===== src/obcl_pkg.sv =====
// Constants for the boot configuration loader around the word memory.
// Assumes a single 40 MHz system clock and AHB-Lite register access.
package obcl_pkg;

	// ----------------------------------------------------------------
	// Word memory layout
	// ----------------------------------------------------------------
	localparam int           OBCL_ADDR_W       = 11;
	localparam int           OBCL_WORD_W       = 32;
	localparam int           OBCL_ARRAY_WORDS  = 32;
	localparam int           OBCL_UID_W        = 64;
	localparam int           OBCL_TUNE_W       = 40;
	localparam int           OBCL_TUNE_HI_W    = 8;
	localparam logic [10:0]  OBCL_UID_ADDR0    = 11'h000;
	localparam logic [10:0]  OBCL_UID_ADDR1    = 11'h001;
	localparam logic [10:0]  OBCL_TUNE_ADDR0   = 11'h004;
	localparam logic [10:0]  OBCL_TUNE_ADDR1   = 11'h005;
	localparam logic [10:0]  OBCL_SPECIAL_ADDR = 11'h400;

	// ----------------------------------------------------------------
	// Special configuration word fields
	// ----------------------------------------------------------------
	localparam int           OBCL_OVR_EN_LSB   = 3;
	localparam logic [1:0]   OBCL_OVR_EN_ON    = 2'h1;
	localparam int           OBCL_PHASE_BIT    = 1;
	localparam int           OBCL_POL_BIT      = 0;

	// ----------------------------------------------------------------
	// Register byte offsets
	// ----------------------------------------------------------------
	localparam logic [7:0]   OBCL_REG_ADDR     = 8'h00;
	localparam logic [7:0]   OBCL_REG_WDATA    = 8'h04;
	localparam logic [7:0]   OBCL_REG_CTRL     = 8'h08;
	localparam logic [7:0]   OBCL_REG_RDATA    = 8'h0C;
	localparam logic [7:0]   OBCL_REG_SPECIAL  = 8'h10;
	localparam logic [7:0]   OBCL_REG_UID_LO   = 8'h14;
	localparam logic [7:0]   OBCL_REG_UID_HI   = 8'h18;
	localparam logic [7:0]   OBCL_REG_TUNE_LO  = 8'h1C;
	localparam logic [7:0]   OBCL_REG_TUNE_HI  = 8'h20;
	localparam logic [7:0]   OBCL_REG_STATUS   = 8'h24;
	localparam logic [7:0]   OBCL_REG_CFG      = 8'h28;

	// ----------------------------------------------------------------
	// Commands, status bits, reset values
	// ----------------------------------------------------------------
	localparam logic [7:0]   OBCL_CMD_READ     = 8'h03;
	localparam logic [7:0]   OBCL_CMD_PROG     = 8'h40;
	localparam int           OBCL_ST_BOOT_DONE = 0;
	localparam int           OBCL_ST_BUSY      = 1;
	localparam int           OBCL_ST_WAKE_PEND = 2;
	localparam int           OBCL_CFG_TUNE_EN  = 0;
	localparam logic         OBCL_CFG_RESET    = 1'b1;
	localparam logic [31:0]  OBCL_ZERO_WORD    = 32'h0000_0000;

	typedef enum logic [10:0] {
		OBCL_S_IDLE  = 11'h001,
		OBCL_S_BOOT0 = 11'h002,
		OBCL_S_BOOT1 = 11'h004,
		OBCL_S_BOOT2 = 11'h008,
		OBCL_S_BOOT3 = 11'h010,
		OBCL_S_TUNE0 = 11'h020,
		OBCL_S_TUNE1 = 11'h040,
		OBCL_S_TUNE2 = 11'h080,
		OBCL_S_READ0 = 11'h100,
		OBCL_S_READ1 = 11'h200,
		OBCL_S_PROG  = 11'h400
	} obcl_state_e;

endpackage : obcl_pkg


===== src/obcl_word_array.sv =====
// One-time-programmable word store: ordinary words plus the special word.
// Assumes por_n only at power-on; content survives the functional reset.
`timescale 1ns/1ps
module obcl_word_array
	import obcl_pkg::*;
(
	input  wire logic                   hclk,
	input  wire logic                   por_n,
	input  wire logic                   rd_en,
	input  wire logic                   wr_en,
	input  wire logic [OBCL_ADDR_W-1:0] addr,
	input  wire logic [OBCL_WORD_W-1:0] wdata,
	output logic      [OBCL_WORD_W-1:0] rdata
);

	logic [OBCL_WORD_W-1:0] mem_r [OBCL_ARRAY_WORDS];
	logic [OBCL_WORD_W-1:0] special_r;
	logic                   in_array;

	// One word per address
	assign in_array = (addr < OBCL_ADDR_W'(OBCL_ARRAY_WORDS));

	// ----------------------------------------------------------------
	// Programming: bits can only be set, never cleared
	// ----------------------------------------------------------------
	always_ff @(posedge hclk or negedge por_n) begin
		if (!por_n) begin
			for (int i = 0; i < OBCL_ARRAY_WORDS; i++) begin
				mem_r[i] <= OBCL_ZERO_WORD;
			end
			special_r <= OBCL_ZERO_WORD;
		end else if (wr_en) begin
			if (addr == OBCL_SPECIAL_ADDR) begin
				special_r <= special_r | wdata;
			end else if (in_array) begin
				mem_r[addr[4:0]] <= mem_r[addr[4:0]] | wdata;
			end
		end
	end

	// ----------------------------------------------------------------
	// Read: one cycle latency, unmapped reads give zero
	// ----------------------------------------------------------------
	always_ff @(posedge hclk or negedge por_n) begin
		if (!por_n) begin
			rdata <= OBCL_ZERO_WORD;
		end else if (rd_en) begin
			if (addr == OBCL_SPECIAL_ADDR) begin
				rdata <= special_r;
			end else if (in_array) begin
				rdata <= mem_r[addr[4:0]];
			end else begin
				rdata <= OBCL_ZERO_WORD;
			end
		end
	end

endmodule : obcl_word_array


===== src/obcl_mode_select.sv =====
// Serial port clock mode: strap pins or special word override.
// Assumes strap pins are static and synchronous to hclk.
`timescale 1ns/1ps
module obcl_mode_select
	import obcl_pkg::*;
(
	input  wire logic                   hclk,
	input  wire logic                   hresetn,
	input  wire logic                   word_valid,
	input  wire logic [OBCL_WORD_W-1:0] special_word,
	input  wire logic                   strap_phase,
	input  wire logic                   strap_polarity,
	output logic                        serial_phase,
	output logic                        serial_polarity
);

	logic override;

	assign override = word_valid &&
		(special_word[OBCL_OVR_EN_LSB+:2] == OBCL_OVR_EN_ON);

	always_ff @(posedge hclk or negedge hresetn) begin
		if (!hresetn) begin
			serial_phase    <= 1'b0;
			serial_polarity <= 1'b0;
		end else if (override) begin
			serial_phase    <= special_word[OBCL_PHASE_BIT];
			serial_polarity <= special_word[OBCL_POL_BIT];
		end else begin
			serial_phase    <= strap_phase;
			serial_polarity <= strap_polarity;
		end
	end

endmodule : obcl_mode_select


===== src/obcl_loader.sv =====
// Top of the boot configuration loader: AHB-Lite slave, load sequencer.
// Assumes one 40 MHz clock hclk, hresetn functional reset, por_n power-on.
//
// Local design decisions: the AHB-Lite interface to the registers and the placing of the registers.
`timescale 1ns/1ps
module obcl_loader
	import obcl_pkg::*;
(
	input  wire logic                    hclk,
	input  wire logic                    hresetn,
	input  wire logic                    por_n,
	input  wire logic                    hsel,
	input  wire logic [31:0]             haddr,
	input  wire logic [1:0]              htrans,
	input  wire logic                    hwrite,
	input  wire logic [2:0]              hsize,
	input  wire logic [31:0]             hwdata,
	input  wire logic                    hready,
	output logic      [31:0]             hrdata,
	output logic                         hreadyout,
	output logic                         hresp,
	input  wire logic                    wakeup,
	input  wire logic                    strap_phase,
	input  wire logic                    strap_polarity,
	output logic                         serial_phase,
	output logic                         serial_polarity,
	output logic      [OBCL_UID_W-1:0]   unique_identifier,
	output logic      [OBCL_TUNE_W-1:0]  regulator_tune_register
);

	obcl_state_e            state_r;
	obcl_state_e            state_nxt;
	logic                   pend_r;
	logic                   pend_write_r;
	logic                   pend_hit_r;
	logic [7:0]             pend_addr_r;
	logic                   busy;
	logic                   take;
	logic                   finish;
	logic                   wr_done;
	logic                   cmd_read;
	logic                   cmd_prog;
	logic [OBCL_ADDR_W-1:0] word_addr_r;
	logic [OBCL_WORD_W-1:0] word_wdata_r;
	logic [OBCL_WORD_W-1:0] word_rdata_r;
	logic [OBCL_WORD_W-1:0] special_config_readback_r;
	logic                   boot_done_r;
	logic                   wake_pend_r;
	logic                   tune_en_r;
	logic                   arr_rd;
	logic                   arr_wr;
	logic [OBCL_ADDR_W-1:0] arr_addr;
	logic [OBCL_WORD_W-1:0] arr_rdata;
	logic [31:0]            reg_rdata;

	// ----------------------------------------------------------------
	// Bus handshake
	// ----------------------------------------------------------------
	// Every transfer takes one wait state, more while the sequencer runs.
	assign busy     = (state_r != OBCL_S_IDLE);
	assign take     = hsel && htrans[1] && hready;
	assign finish   = pend_r && !hreadyout && !busy;
	assign wr_done  = finish && pend_write_r && pend_hit_r;
	assign cmd_read = wr_done && (pend_addr_r == OBCL_REG_CTRL) &&
		(hwdata[7:0] == OBCL_CMD_READ);
	assign cmd_prog = wr_done && (pend_addr_r == OBCL_REG_CTRL) &&
		(hwdata[7:0] == OBCL_CMD_PROG);

	always_ff @(posedge hclk or negedge hresetn) begin
		if (!hresetn) begin
			pend_r       <= 1'b0;
			pend_write_r <= 1'b0;
			pend_hit_r   <= 1'b0;
			pend_addr_r  <= 8'h00;
			hreadyout    <= 1'b1;
		end else if (take) begin
			pend_r       <= 1'b1;
			pend_write_r <= hwrite;
			pend_hit_r   <= (haddr[31:8] == 24'h00_0000) && (haddr[1:0] == 2'h0);
			pend_addr_r  <= haddr[7:0];
			hreadyout    <= 1'b0;
		end else if (finish) begin
			pend_r       <= 1'b0;
			hreadyout    <= 1'b1;
		end
	end

	// Only OKAY is ever given
	always_ff @(posedge hclk or negedge hresetn) begin
		if (!hresetn) begin
			hresp <= 1'b0;
		end else begin
			hresp <= 1'b0;
		end
	end

	// ----------------------------------------------------------------
	// Read data
	// ----------------------------------------------------------------
	always_comb begin
		reg_rdata = OBCL_ZERO_WORD;
		if (pend_hit_r) begin
			case (pend_addr_r)
				OBCL_REG_ADDR:    reg_rdata = {21'h00_0000, word_addr_r};
				OBCL_REG_WDATA:   reg_rdata = word_wdata_r;
				OBCL_REG_RDATA:   reg_rdata = word_rdata_r;
				OBCL_REG_SPECIAL: reg_rdata = special_config_readback_r;
				OBCL_REG_UID_LO:  reg_rdata = unique_identifier[31:0];
				OBCL_REG_UID_HI:  reg_rdata = unique_identifier[63:32];
				OBCL_REG_TUNE_LO: reg_rdata = regulator_tune_register[31:0];
				OBCL_REG_TUNE_HI: reg_rdata = {24'h00_0000, regulator_tune_register[39:32]};
				OBCL_REG_STATUS: begin
					reg_rdata[OBCL_ST_BOOT_DONE] = boot_done_r;
					reg_rdata[OBCL_ST_BUSY]      = busy;
					reg_rdata[OBCL_ST_WAKE_PEND] = wake_pend_r;
				end
				OBCL_REG_CFG:     reg_rdata[OBCL_CFG_TUNE_EN] = tune_en_r;
				default:          reg_rdata = OBCL_ZERO_WORD;
			endcase
		end
	end

	always_ff @(posedge hclk or negedge hresetn) begin
		if (!hresetn) begin
			hrdata <= OBCL_ZERO_WORD;
		end else if (finish && !pend_write_r) begin
			hrdata <= reg_rdata;
		end
	end

	// ----------------------------------------------------------------
	// Software registers
	// ----------------------------------------------------------------
	always_ff @(posedge hclk or negedge hresetn) begin
		if (!hresetn) begin
			word_addr_r  <= 11'h000;
			word_wdata_r <= OBCL_ZERO_WORD;
			tune_en_r    <= OBCL_CFG_RESET;
		end else if (wr_done) begin
			case (pend_addr_r)
				OBCL_REG_ADDR:  word_addr_r  <= hwdata[OBCL_ADDR_W-1:0];
				OBCL_REG_WDATA: word_wdata_r <= hwdata;
				OBCL_REG_CFG:   tune_en_r    <= hwdata[OBCL_CFG_TUNE_EN];
				default: begin
				end
			endcase
		end
	end

	// Wakeup held until the sequencer is free; a new wakeup wins the clear.
	always_ff @(posedge hclk or negedge hresetn) begin
		if (!hresetn) begin
			wake_pend_r <= 1'b0;
		end else if (wakeup && tune_en_r) begin
			wake_pend_r <= 1'b1;
		end else if (state_r == OBCL_S_TUNE0) begin
			wake_pend_r <= 1'b0;
		end
	end

	// ----------------------------------------------------------------
	// Load sequencer
	// ----------------------------------------------------------------
	always_comb begin
		state_nxt = state_r;
		case (state_r)
			OBCL_S_IDLE: begin
				// Host command first: it cannot be held, the wakeup can.
				if (cmd_read) begin
					state_nxt = OBCL_S_READ0;
				end else if (cmd_prog) begin
					state_nxt = OBCL_S_PROG;
				end else if (wake_pend_r) begin
					state_nxt = OBCL_S_TUNE0;
				end
			end
			OBCL_S_BOOT0: state_nxt = OBCL_S_BOOT1;
			OBCL_S_BOOT1: state_nxt = OBCL_S_BOOT2;
			OBCL_S_BOOT2: state_nxt = OBCL_S_BOOT3;
			OBCL_S_BOOT3: state_nxt = OBCL_S_IDLE;
			OBCL_S_TUNE0: state_nxt = OBCL_S_TUNE1;
			OBCL_S_TUNE1: state_nxt = OBCL_S_TUNE2;
			OBCL_S_TUNE2: state_nxt = OBCL_S_IDLE;
			OBCL_S_READ0: state_nxt = OBCL_S_READ1;
			OBCL_S_READ1: state_nxt = OBCL_S_IDLE;
			OBCL_S_PROG:  state_nxt = OBCL_S_IDLE;
			default:      state_nxt = OBCL_S_IDLE;
		endcase
	end

	// Reset lands in the boot copy, so it runs on every reset.
	always_ff @(posedge hclk or negedge hresetn) begin
		if (!hresetn) begin
			state_r <= OBCL_S_BOOT0;
		end else begin
			state_r <= state_nxt;
		end
	end

	always_comb begin
		arr_rd   = 1'b1;
		arr_wr   = 1'b0;
		arr_addr = word_addr_r;
		case (state_r)
			OBCL_S_BOOT0: arr_addr = OBCL_UID_ADDR0;
			OBCL_S_BOOT1: arr_addr = OBCL_UID_ADDR1;
			OBCL_S_BOOT2: arr_addr = OBCL_SPECIAL_ADDR;
			OBCL_S_TUNE0: arr_addr = OBCL_TUNE_ADDR0;
			OBCL_S_TUNE1: arr_addr = OBCL_TUNE_ADDR1;
			OBCL_S_READ0: arr_addr = word_addr_r;
			OBCL_S_PROG: begin
				arr_rd = 1'b0;
				arr_wr = 1'b1;
			end
			default: arr_rd = 1'b0;
		endcase
	end

	// Each of BOOT1-3, TUNE1-2 and READ1 captures the word asked for by the state before it.
	always_ff @(posedge hclk or negedge hresetn) begin
		if (!hresetn) begin
			unique_identifier <= {OBCL_UID_W{1'b0}};
		end else if (state_r == OBCL_S_BOOT1) begin
			unique_identifier[31:0] <= arr_rdata;
		end else if (state_r == OBCL_S_BOOT2) begin
			unique_identifier[63:32] <= arr_rdata;
		end
	end

	always_ff @(posedge hclk or negedge hresetn) begin
		if (!hresetn) begin
			special_config_readback_r <= OBCL_ZERO_WORD;
			boot_done_r               <= 1'b0;
		end else if (state_r == OBCL_S_BOOT3) begin
			special_config_readback_r <= arr_rdata;
			boot_done_r               <= 1'b1;
		end else if (state_r == OBCL_S_PROG && word_addr_r == OBCL_SPECIAL_ADDR) begin
			// Reflect a freshly programmed special word at once
			special_config_readback_r <= special_config_readback_r | word_wdata_r;
		end
	end

	always_ff @(posedge hclk or negedge hresetn) begin
		if (!hresetn) begin
			regulator_tune_register <= {OBCL_TUNE_W{1'b0}};
		end else if (state_r == OBCL_S_TUNE1) begin
			regulator_tune_register[31:0] <= arr_rdata;
		end else if (state_r == OBCL_S_TUNE2) begin
			regulator_tune_register[39:32] <= arr_rdata[OBCL_TUNE_HI_W-1:0];
		end
	end

	always_ff @(posedge hclk or negedge hresetn) begin
		if (!hresetn) begin
			word_rdata_r <= OBCL_ZERO_WORD;
		end else if (state_r == OBCL_S_READ1) begin
			word_rdata_r <= arr_rdata;
		end
	end

	// ----------------------------------------------------------------
	// Submodules
	// ----------------------------------------------------------------
	obcl_word_array u_array (
		.hclk  (hclk),
		.por_n (por_n),
		.rd_en (arr_rd),
		.wr_en (arr_wr),
		.addr  (arr_addr),
		.wdata (word_wdata_r),
		.rdata (arr_rdata)
	);

	obcl_mode_select u_mode (
		.hclk            (hclk),
		.hresetn         (hresetn),
		.word_valid      (boot_done_r),
		.special_word    (special_config_readback_r),
		.strap_phase     (strap_phase),
		.strap_polarity  (strap_polarity),
		.serial_phase    (serial_phase),
		.serial_polarity (serial_polarity)
	);

endmodule : obcl_loader


===== config.mk =====
export PLATFORM = sky130hd
export DESIGN_NAME = obcl_loader
export DESIGN_NICKNAME = d
export VERILOG_FILES = /design/src/obcl_pkg.sv /design/src/obcl_word_array.sv /design/src/obcl_mode_select.sv /design/src/obcl_loader.sv
export SDC_FILE = /design/constraint.sdc
export NUM_CORES = 2
export LEC_CHECK = 0
export ABC_AREA = 1
export BUFFER_PORTS_ARGS = -buffer_cell sky130_fd_sc_hd__buf_2
export CORE_ASPECT_RATIO = 1.75
export CORE_MARGIN = 2
export CORE_UTILIZATION = 47
export CTS_CLUSTER_SIZE = 28
export DETAILED_ROUTE_END_ITERATION = 6
export GPL_TIMING_DRIVEN = 1
export HOLD_SLACK_MARGIN = 0.05
export PLACE_DENSITY = 0.61
export SKIP_CTS_REPAIR_TIMING = 1
export SKIP_LAST_GASP = 1
export SYNTH_ARGS = -nofsm -noshare
export SYNTH_HDL_FRONTEND = slang
export SYNTH_SLANG_ARGS = --single-unit
export TNS_END_PERCENT = 10

===== constraint.sdc =====
create_clock -name hclk -period 4.8 [get_ports hclk]
set_clock_uncertainty 0.1 [all_clocks]
set_input_delay 0.24 -clock hclk [delete_from_list [all_inputs] [get_ports hclk]]
set_output_delay 0.24 -clock hclk [all_outputs]
set_load 0.03 [all_outputs]

== Word-level counts from Yosys, hierarchy flattened ==
Index checks and enable logic that the tools add are counted.
Word-level totals
  output and inout bits: 140
  flip-flop bits (word level): 1359
  bits of input ports: 78
  word-level logic and storage cells: 153
Cells by class
  eq/ne operators: 28
  bitwise logic cells: 7
  reductions and logical operators: 32
  muxes and demuxes: 29
  magnitude comparators: 3
Operator list (number)
  bitwise mux 1024 bit: 1
  two-way mux 32 bit: 8
  case mux 29 bit (8 select lines): 1
  binary-select mux 32 bit (select 5 bit): 1
  demux 32 bit (select 5 bit): 1
  OR 32 bit: 3
  case mux 11 bit (7 select lines): 1
  case mux 11 bit (5 select lines): 1
  == test 11 bit, second input constant: 3
  two-way mux 11 bit: 3
  == test 8 x 5 -> 1 bit, second input constant: 4
  == test 8 x 6 -> 1 bit, second input constant: 3
  logical NOT 24 bit: 1
  case mux 2 bit (9 select lines): 1
  == test 8 x 4 -> 1 bit, second input constant: 2
  logical AND 1 bit: 15
  AND reduction 2 bit: 6
  == test 11 x 1 -> 1 bit, second input constant: 1
  == test 11 x 10 -> 1 bit, second input constant: 1
  == test 11 x 2 -> 1 bit, second input constant: 1
  == test 11 x 3 -> 1 bit, second input constant: 1
  == test 11 x 4 -> 1 bit, second input constant: 1
  == test 11 x 5 -> 1 bit, second input constant: 1
  == test 11 x 6 -> 1 bit, second input constant: 1
  22 further kinds: 37

== Depth between registers and ports, before layout ==
  word-level depth: 10
  depth in mapped cells: 22
  mapped depth without buffers: 19

== Modules after synthesis ==
A second synthesis with hierarchy kept.
Unflattened totals
  cell total of the unflattened synthesis: 9525
  area total of the unflattened synthesis: 66343.6 um^2
Modules (own cells, without submodules)
  obcl_word_array: times used 1, cells an instance 7841, area an instance 53248.6 um^2, seq. area each 27226.1 um^2
  obcl_loader: times used 1, cells an instance 1674, area an instance 13003.7 um^2, seq. area each 6735.2 um^2
  obcl_mode_select: times used 1, cells an instance 10, area an instance 91.3 um^2, seq. area each 50.0 um^2

== Worst setup path after synthesis ==
Ideal clock, no wire load.
  path type: flip-flop to flip-flop
  from: reg state_r[1]
  to: reg u_array.mem_r[0] in the netlist's numbering
  stages on the path, launching flop included: 16
  setup slack: 2.027 ns
  clock period less this slack: 2.773 ns
  path buffers: 2
  setup time: 0.117 ns
  arrival time: 2.556 ns
  cell sequence: dfstp_2 -> inv_2 -> nand2_1 -> nor2_1 -> o21ai_4 -> nand2_2 -> nor2_8 -> nand2_2 -> nor2_1 -> buf_2 -> nand2_2 -> nor2_2 -> inv_2 -> clkbuf_1 -> nand2_1 -> nand2_1
On the way
  cells in the longest elaborated chain, start to end: 8
Ends and longest elaborated chain
  from (decl): line obcl_loader.sv:31  | obcl_state_e state_r;
  from (signal assigned): line obcl_loader.sv:196  | state_r <= state_nxt;
  == test 11 x 7 -> 1 bit, or another cell as far along: line obcl_loader.sv:204  | case (state_r)
  case mux 11 bit (5 select lines): line obcl_loader.sv:204
  NOT 5 -> 6 bit (implied by the code): line obcl_word_array.sv:36  | mem_r[addr[4:0]] <= mem_r[addr[4:0]] | wdata;
  >= comparator 6 bit (implied by the code), or another cell as far along: line obcl_word_array.sv:36
  logical AND 1 bit (implied by the code) or two-way mux 32 bit (tied branches): line obcl_word_array.sv:36
  two-way mux 32 bit (implied by the code): line obcl_word_array.sv:36
  demux 32 bit (select 5 bit) or OR 32 bit (tied branches): line obcl_word_array.sv:36
  bitwise mux 1024 bit: line obcl_word_array.sv:36
  to (signal, indexed assignment): line obcl_word_array.sv:36
  to (decl): line obcl_word_array.sv:16  | logic [OBCL_WORD_W-1:0] mem_r [OBCL_ARRAY_WORDS];
Parallel ways exist; a longest one is shown, timed or not. The select of a mux whose other input is x is not followed.
A chain may end at the register's enable or synchronous reset.

== Worst setup path in the final report ==
  from: reg state_r[1]
  to: reg u_array.mem_r[784] in the netlist's numbering
Same word-level chain as after synthesis.

==> results.yml <==
run_status:
  status: "finished with violations"
  violations: "DRC"
power_and_ir_drop:
  power_uw: 34500
  p_int_uw: 21000
  clkPwrFrac_pct: 30.4
  p_switching_uw: 13500
  pwr_density_cell_nw_per_um2: 480
  switching_share_pct: 39.1
  combPwrFrac_pct: 33.9
  seqPwrFrac_pct: 35.7
  ir_drop_mv: 0.378
  leakagePower_uw: 0.0402
clocking:
  clock-sinks: 1359
  cts.path.max_buffers: 3
  cts_tree: "yes"
  root_buffer: "clkbuf_16"
  clk_latency_ns: 0.77
  h-tree-depth: 4
  numCtsBuffers: 130
  clk_pin_slew_ns: 0.06
critical_path:
  worstPathRequired_ns: 5.41
  cp-end-kind: "flop"
  cp_num_buf_inv: 3
  cp-start-kind: "flop"
  r2r_start: "state_r[1]"
  critPathArrivalTime_ns: 4.93
  crit_type: "reg2reg"
  critPathSlowestCell: "dfstp_2"
  reg2reg_depth: 20
  crit_family: "simple AND/OR/NAND/NOR gates"
  worst_path_most_repeated_cell: "nand2_1"
  worstPathCellList: "inv_2 > nand2_1 > nor2_1 > o21ai_4 > nand2_2 > nor2_8 > nand2_8 > nand2_4 > buf_4 > nor2_1 > nor2_1 > nand2_1 > nand2_1 > nand2_1 > nor2_1 > nand2_1 > nand2_1 > buf_4 > nand2_1 > nand2_1"
  regToRegSetupSlack_ns: 0.48
  crit_fanout: 32
  slowest_delay_ns: 0.56
  r2r-end: "u_array.mem_r[784]"
routing:
  totalWireLength_um: 215000
  wire_per_inst_um: 20.2
  drc: 5
  via_count: 56975
  drt_iter0_markers: 5638
  ant_nets: 0
  via_per_inst: 5.34
  first_pass_iters: 7
logic_synthesis:
  synth_area_per_cell_sq_um: 7.37
  yosysTopAreaCellShare_pct: 52.7
  synth.area.top_cells: "dfrtp_1 (53%), nand2_1 (25%), nor2_1 (5.1%)"
  synthCells: 8734
  yosysTopAreaCell: "dfrtp_1"
  synthArstFlopShare_pct: 100
  synth_area_sq_um: 64400
  synth-seq-cells: 1359
  synth_common_cells: "nand2_1 (4,272), dfrtp_1 (1,356), nor2_1 (875), inv_1 (487), o21ai_0 (436)"
  ys_seq_area_share_pct: 52.8
  ys.flop_type: "dfrtp_1"
  ys_types: 47
  synth.most_common_cell: "nand2_1"
  synth-edff-count: 0
  yosysWarningCount: 0
placed_design:
  dp.cells: 10391
  dp_hpwl_um: 137000
  io_buffers: 212
  placed_area_sq_um: 67100
  place_congestion: 0.875
cells_and_area:
  final_nets: 8848
  drive_gt1_share_pct: 8.43
  area_growth_pct: 11.7
  fin_area_sq_um: 71900
  final_cells: 10673
die:
  fp.coreArea_sq_um: 136000
  die_h_um: 494
  die_x_um: 284
  dieArea_sq_um: 140000
  num_rows: 179
  io_pins: 218
  floorplan.initialDensity_pct: 47.4
timing:
  slew_headroom_pct: 23.4
  drv_slew: 0
  finalSetupViolations: 0
  final.setup.tns_ns: 0
  fin_crit_ns: 4.32
  rsz0062_at_grt: "no"
  max_slew.worst_pin.slew_ns: 1.15
  hold_violations: 0
  fin_crit_sh_pct: 90.0
  fmax_ghz: 0.231
global_routing:
  antenna_found_initial: 1
  grt_max_degree: 162
  grt_first_pass_wirelength_um: 332000
  grt_overflow_total: 0
  grt_pass1_vias: 55207
  grt_usage_pct: 30.7
min_path:
  holdCritPathClass: "in2async"
flow_run:
  maxCapViolations: 0
[flip-flops by register name, indices dropped and copies added (netlist names), 8 cells and up]
| register | count |
|---|---|
| pend_addr_r | 8 |
| u_array.special_r | 32 |
| word_addr_r | 11 |
| word_wdata_r | 32 |
| u_array.rdata | 32 |
| unique_identifier | 64 |
| regulator_tune_register | 40 |
| u_array.mem_r | 1024 |
| hrdata | 32 |
| word_rdata_r | 32 |
| state_r | 11 |
| special_config_readback_r | 32 |
[cell usage in the layout, fill, tap and decap left out, drive strengths merged]
cell / instances
clkinv: 13
conb: 2
and2: 1
o211a: 8
nand3b: 5
a211oi: 2
o22ai: 6
nor2: 911
nand2: 4288
dfstp: 3
nor3: 24
a22o: 15
clkbuf: 197
o221ai: 1
or2: 26
nand3: 182
and3: 1
o21ai: 643
inv: 537
mux2: 21
dlygate4sd3: 56
diode: 1
a31oi: 2
dfrtp: 1356
a21oi: 79
buf: 393
a221oi: 38
clkinvlp: 3
nand4: 15
o2111ai: 7
o211ai: 2
bufinv: 7
o21bai: 1
a21o: 4
nor4: 13
[cell families (layout without fill, tap and decap cells)]
kind of cell | Yosys count | count (layout) | synth area share, %
other | 1 | 3 | 0.00582
AOI/OAI and AO/OA | 808 | 808 | 6.80
DFF | 1359 | 1359 | 52.8
and+or+nand+nor | 5466 | 5466 | 32.8
buffers and inverters | 1079 | 1206 | 7.16
muxes | 21 | 21 | 0.367
[routing by layer]
layer / wire length (um) / up-vias / share of wire [%] / GRT usage [%]
met2: 108000 / 2148 / 50 / 54.1
met5: 0 / - / 0 / 0
met1: 85000 / 27654 / 39 / 37.9
met4: 9550 / 0 / 4.4 / 13.4
li1: - / 26662 / - / -
met3: 12900 / 511 / 6.0 / 3.56
[worst max-delay path by stage]
stage          startpoint                  end  cells past startpoint
2_1_floorplan  state_r[1]     u_array.mem_r[0]                     15
3_3_place_gp   state_r[1]   u_array.mem_r[464]                     20
3_5_place_dp   state_r[1]   u_array.mem_r[784]                     20
4_1_cts        state_r[1]   u_array.mem_r[336]                     20
5_1_grt        state_r[1]  u_array.mem_r[1007]                     19
6_report       state_r[1]   u_array.mem_r[784]                     20
[final cells by class]
cell class              instances  area (sq um)
well taps                    1810          2260
repair buffers                449          3510
inverters                     533          2020
flip-flops and latches       1359         34000
clock inverters                27           333
multi-input cells            6297         25900
fillers                     13100         64000
diodes                          1          2.50
clock buffers                 197          3870
[power groups by stage]
stage	registers (uW)	clock network, uW	logic, uW
after floorplan	13100	0	6820
after global placement	12500	0	11500
after detailed placement	12500	0	11500
after CTS	12300	10600	11600
after global routing	12400	11000	12800
final	12300	10500	11700
[metrics by stage]
step / hold slack, ns / worst slack (ns) / util, %
4_1_cts: -0.677 / 0.538 / 52.5
3_5_place_dp: 0.148 / 0.563 / 49.4
5_1_grt: 0.128 / 0.269 / 52.9
2_1_floorplan: -0.156 / 2.03 / -
6_report: 0.0348 / 0.480 / 52.9
3_3_place_gp: 0.143 / 0.589 / 49.4
Note: power is estimated with default switching activity, not from simulation.
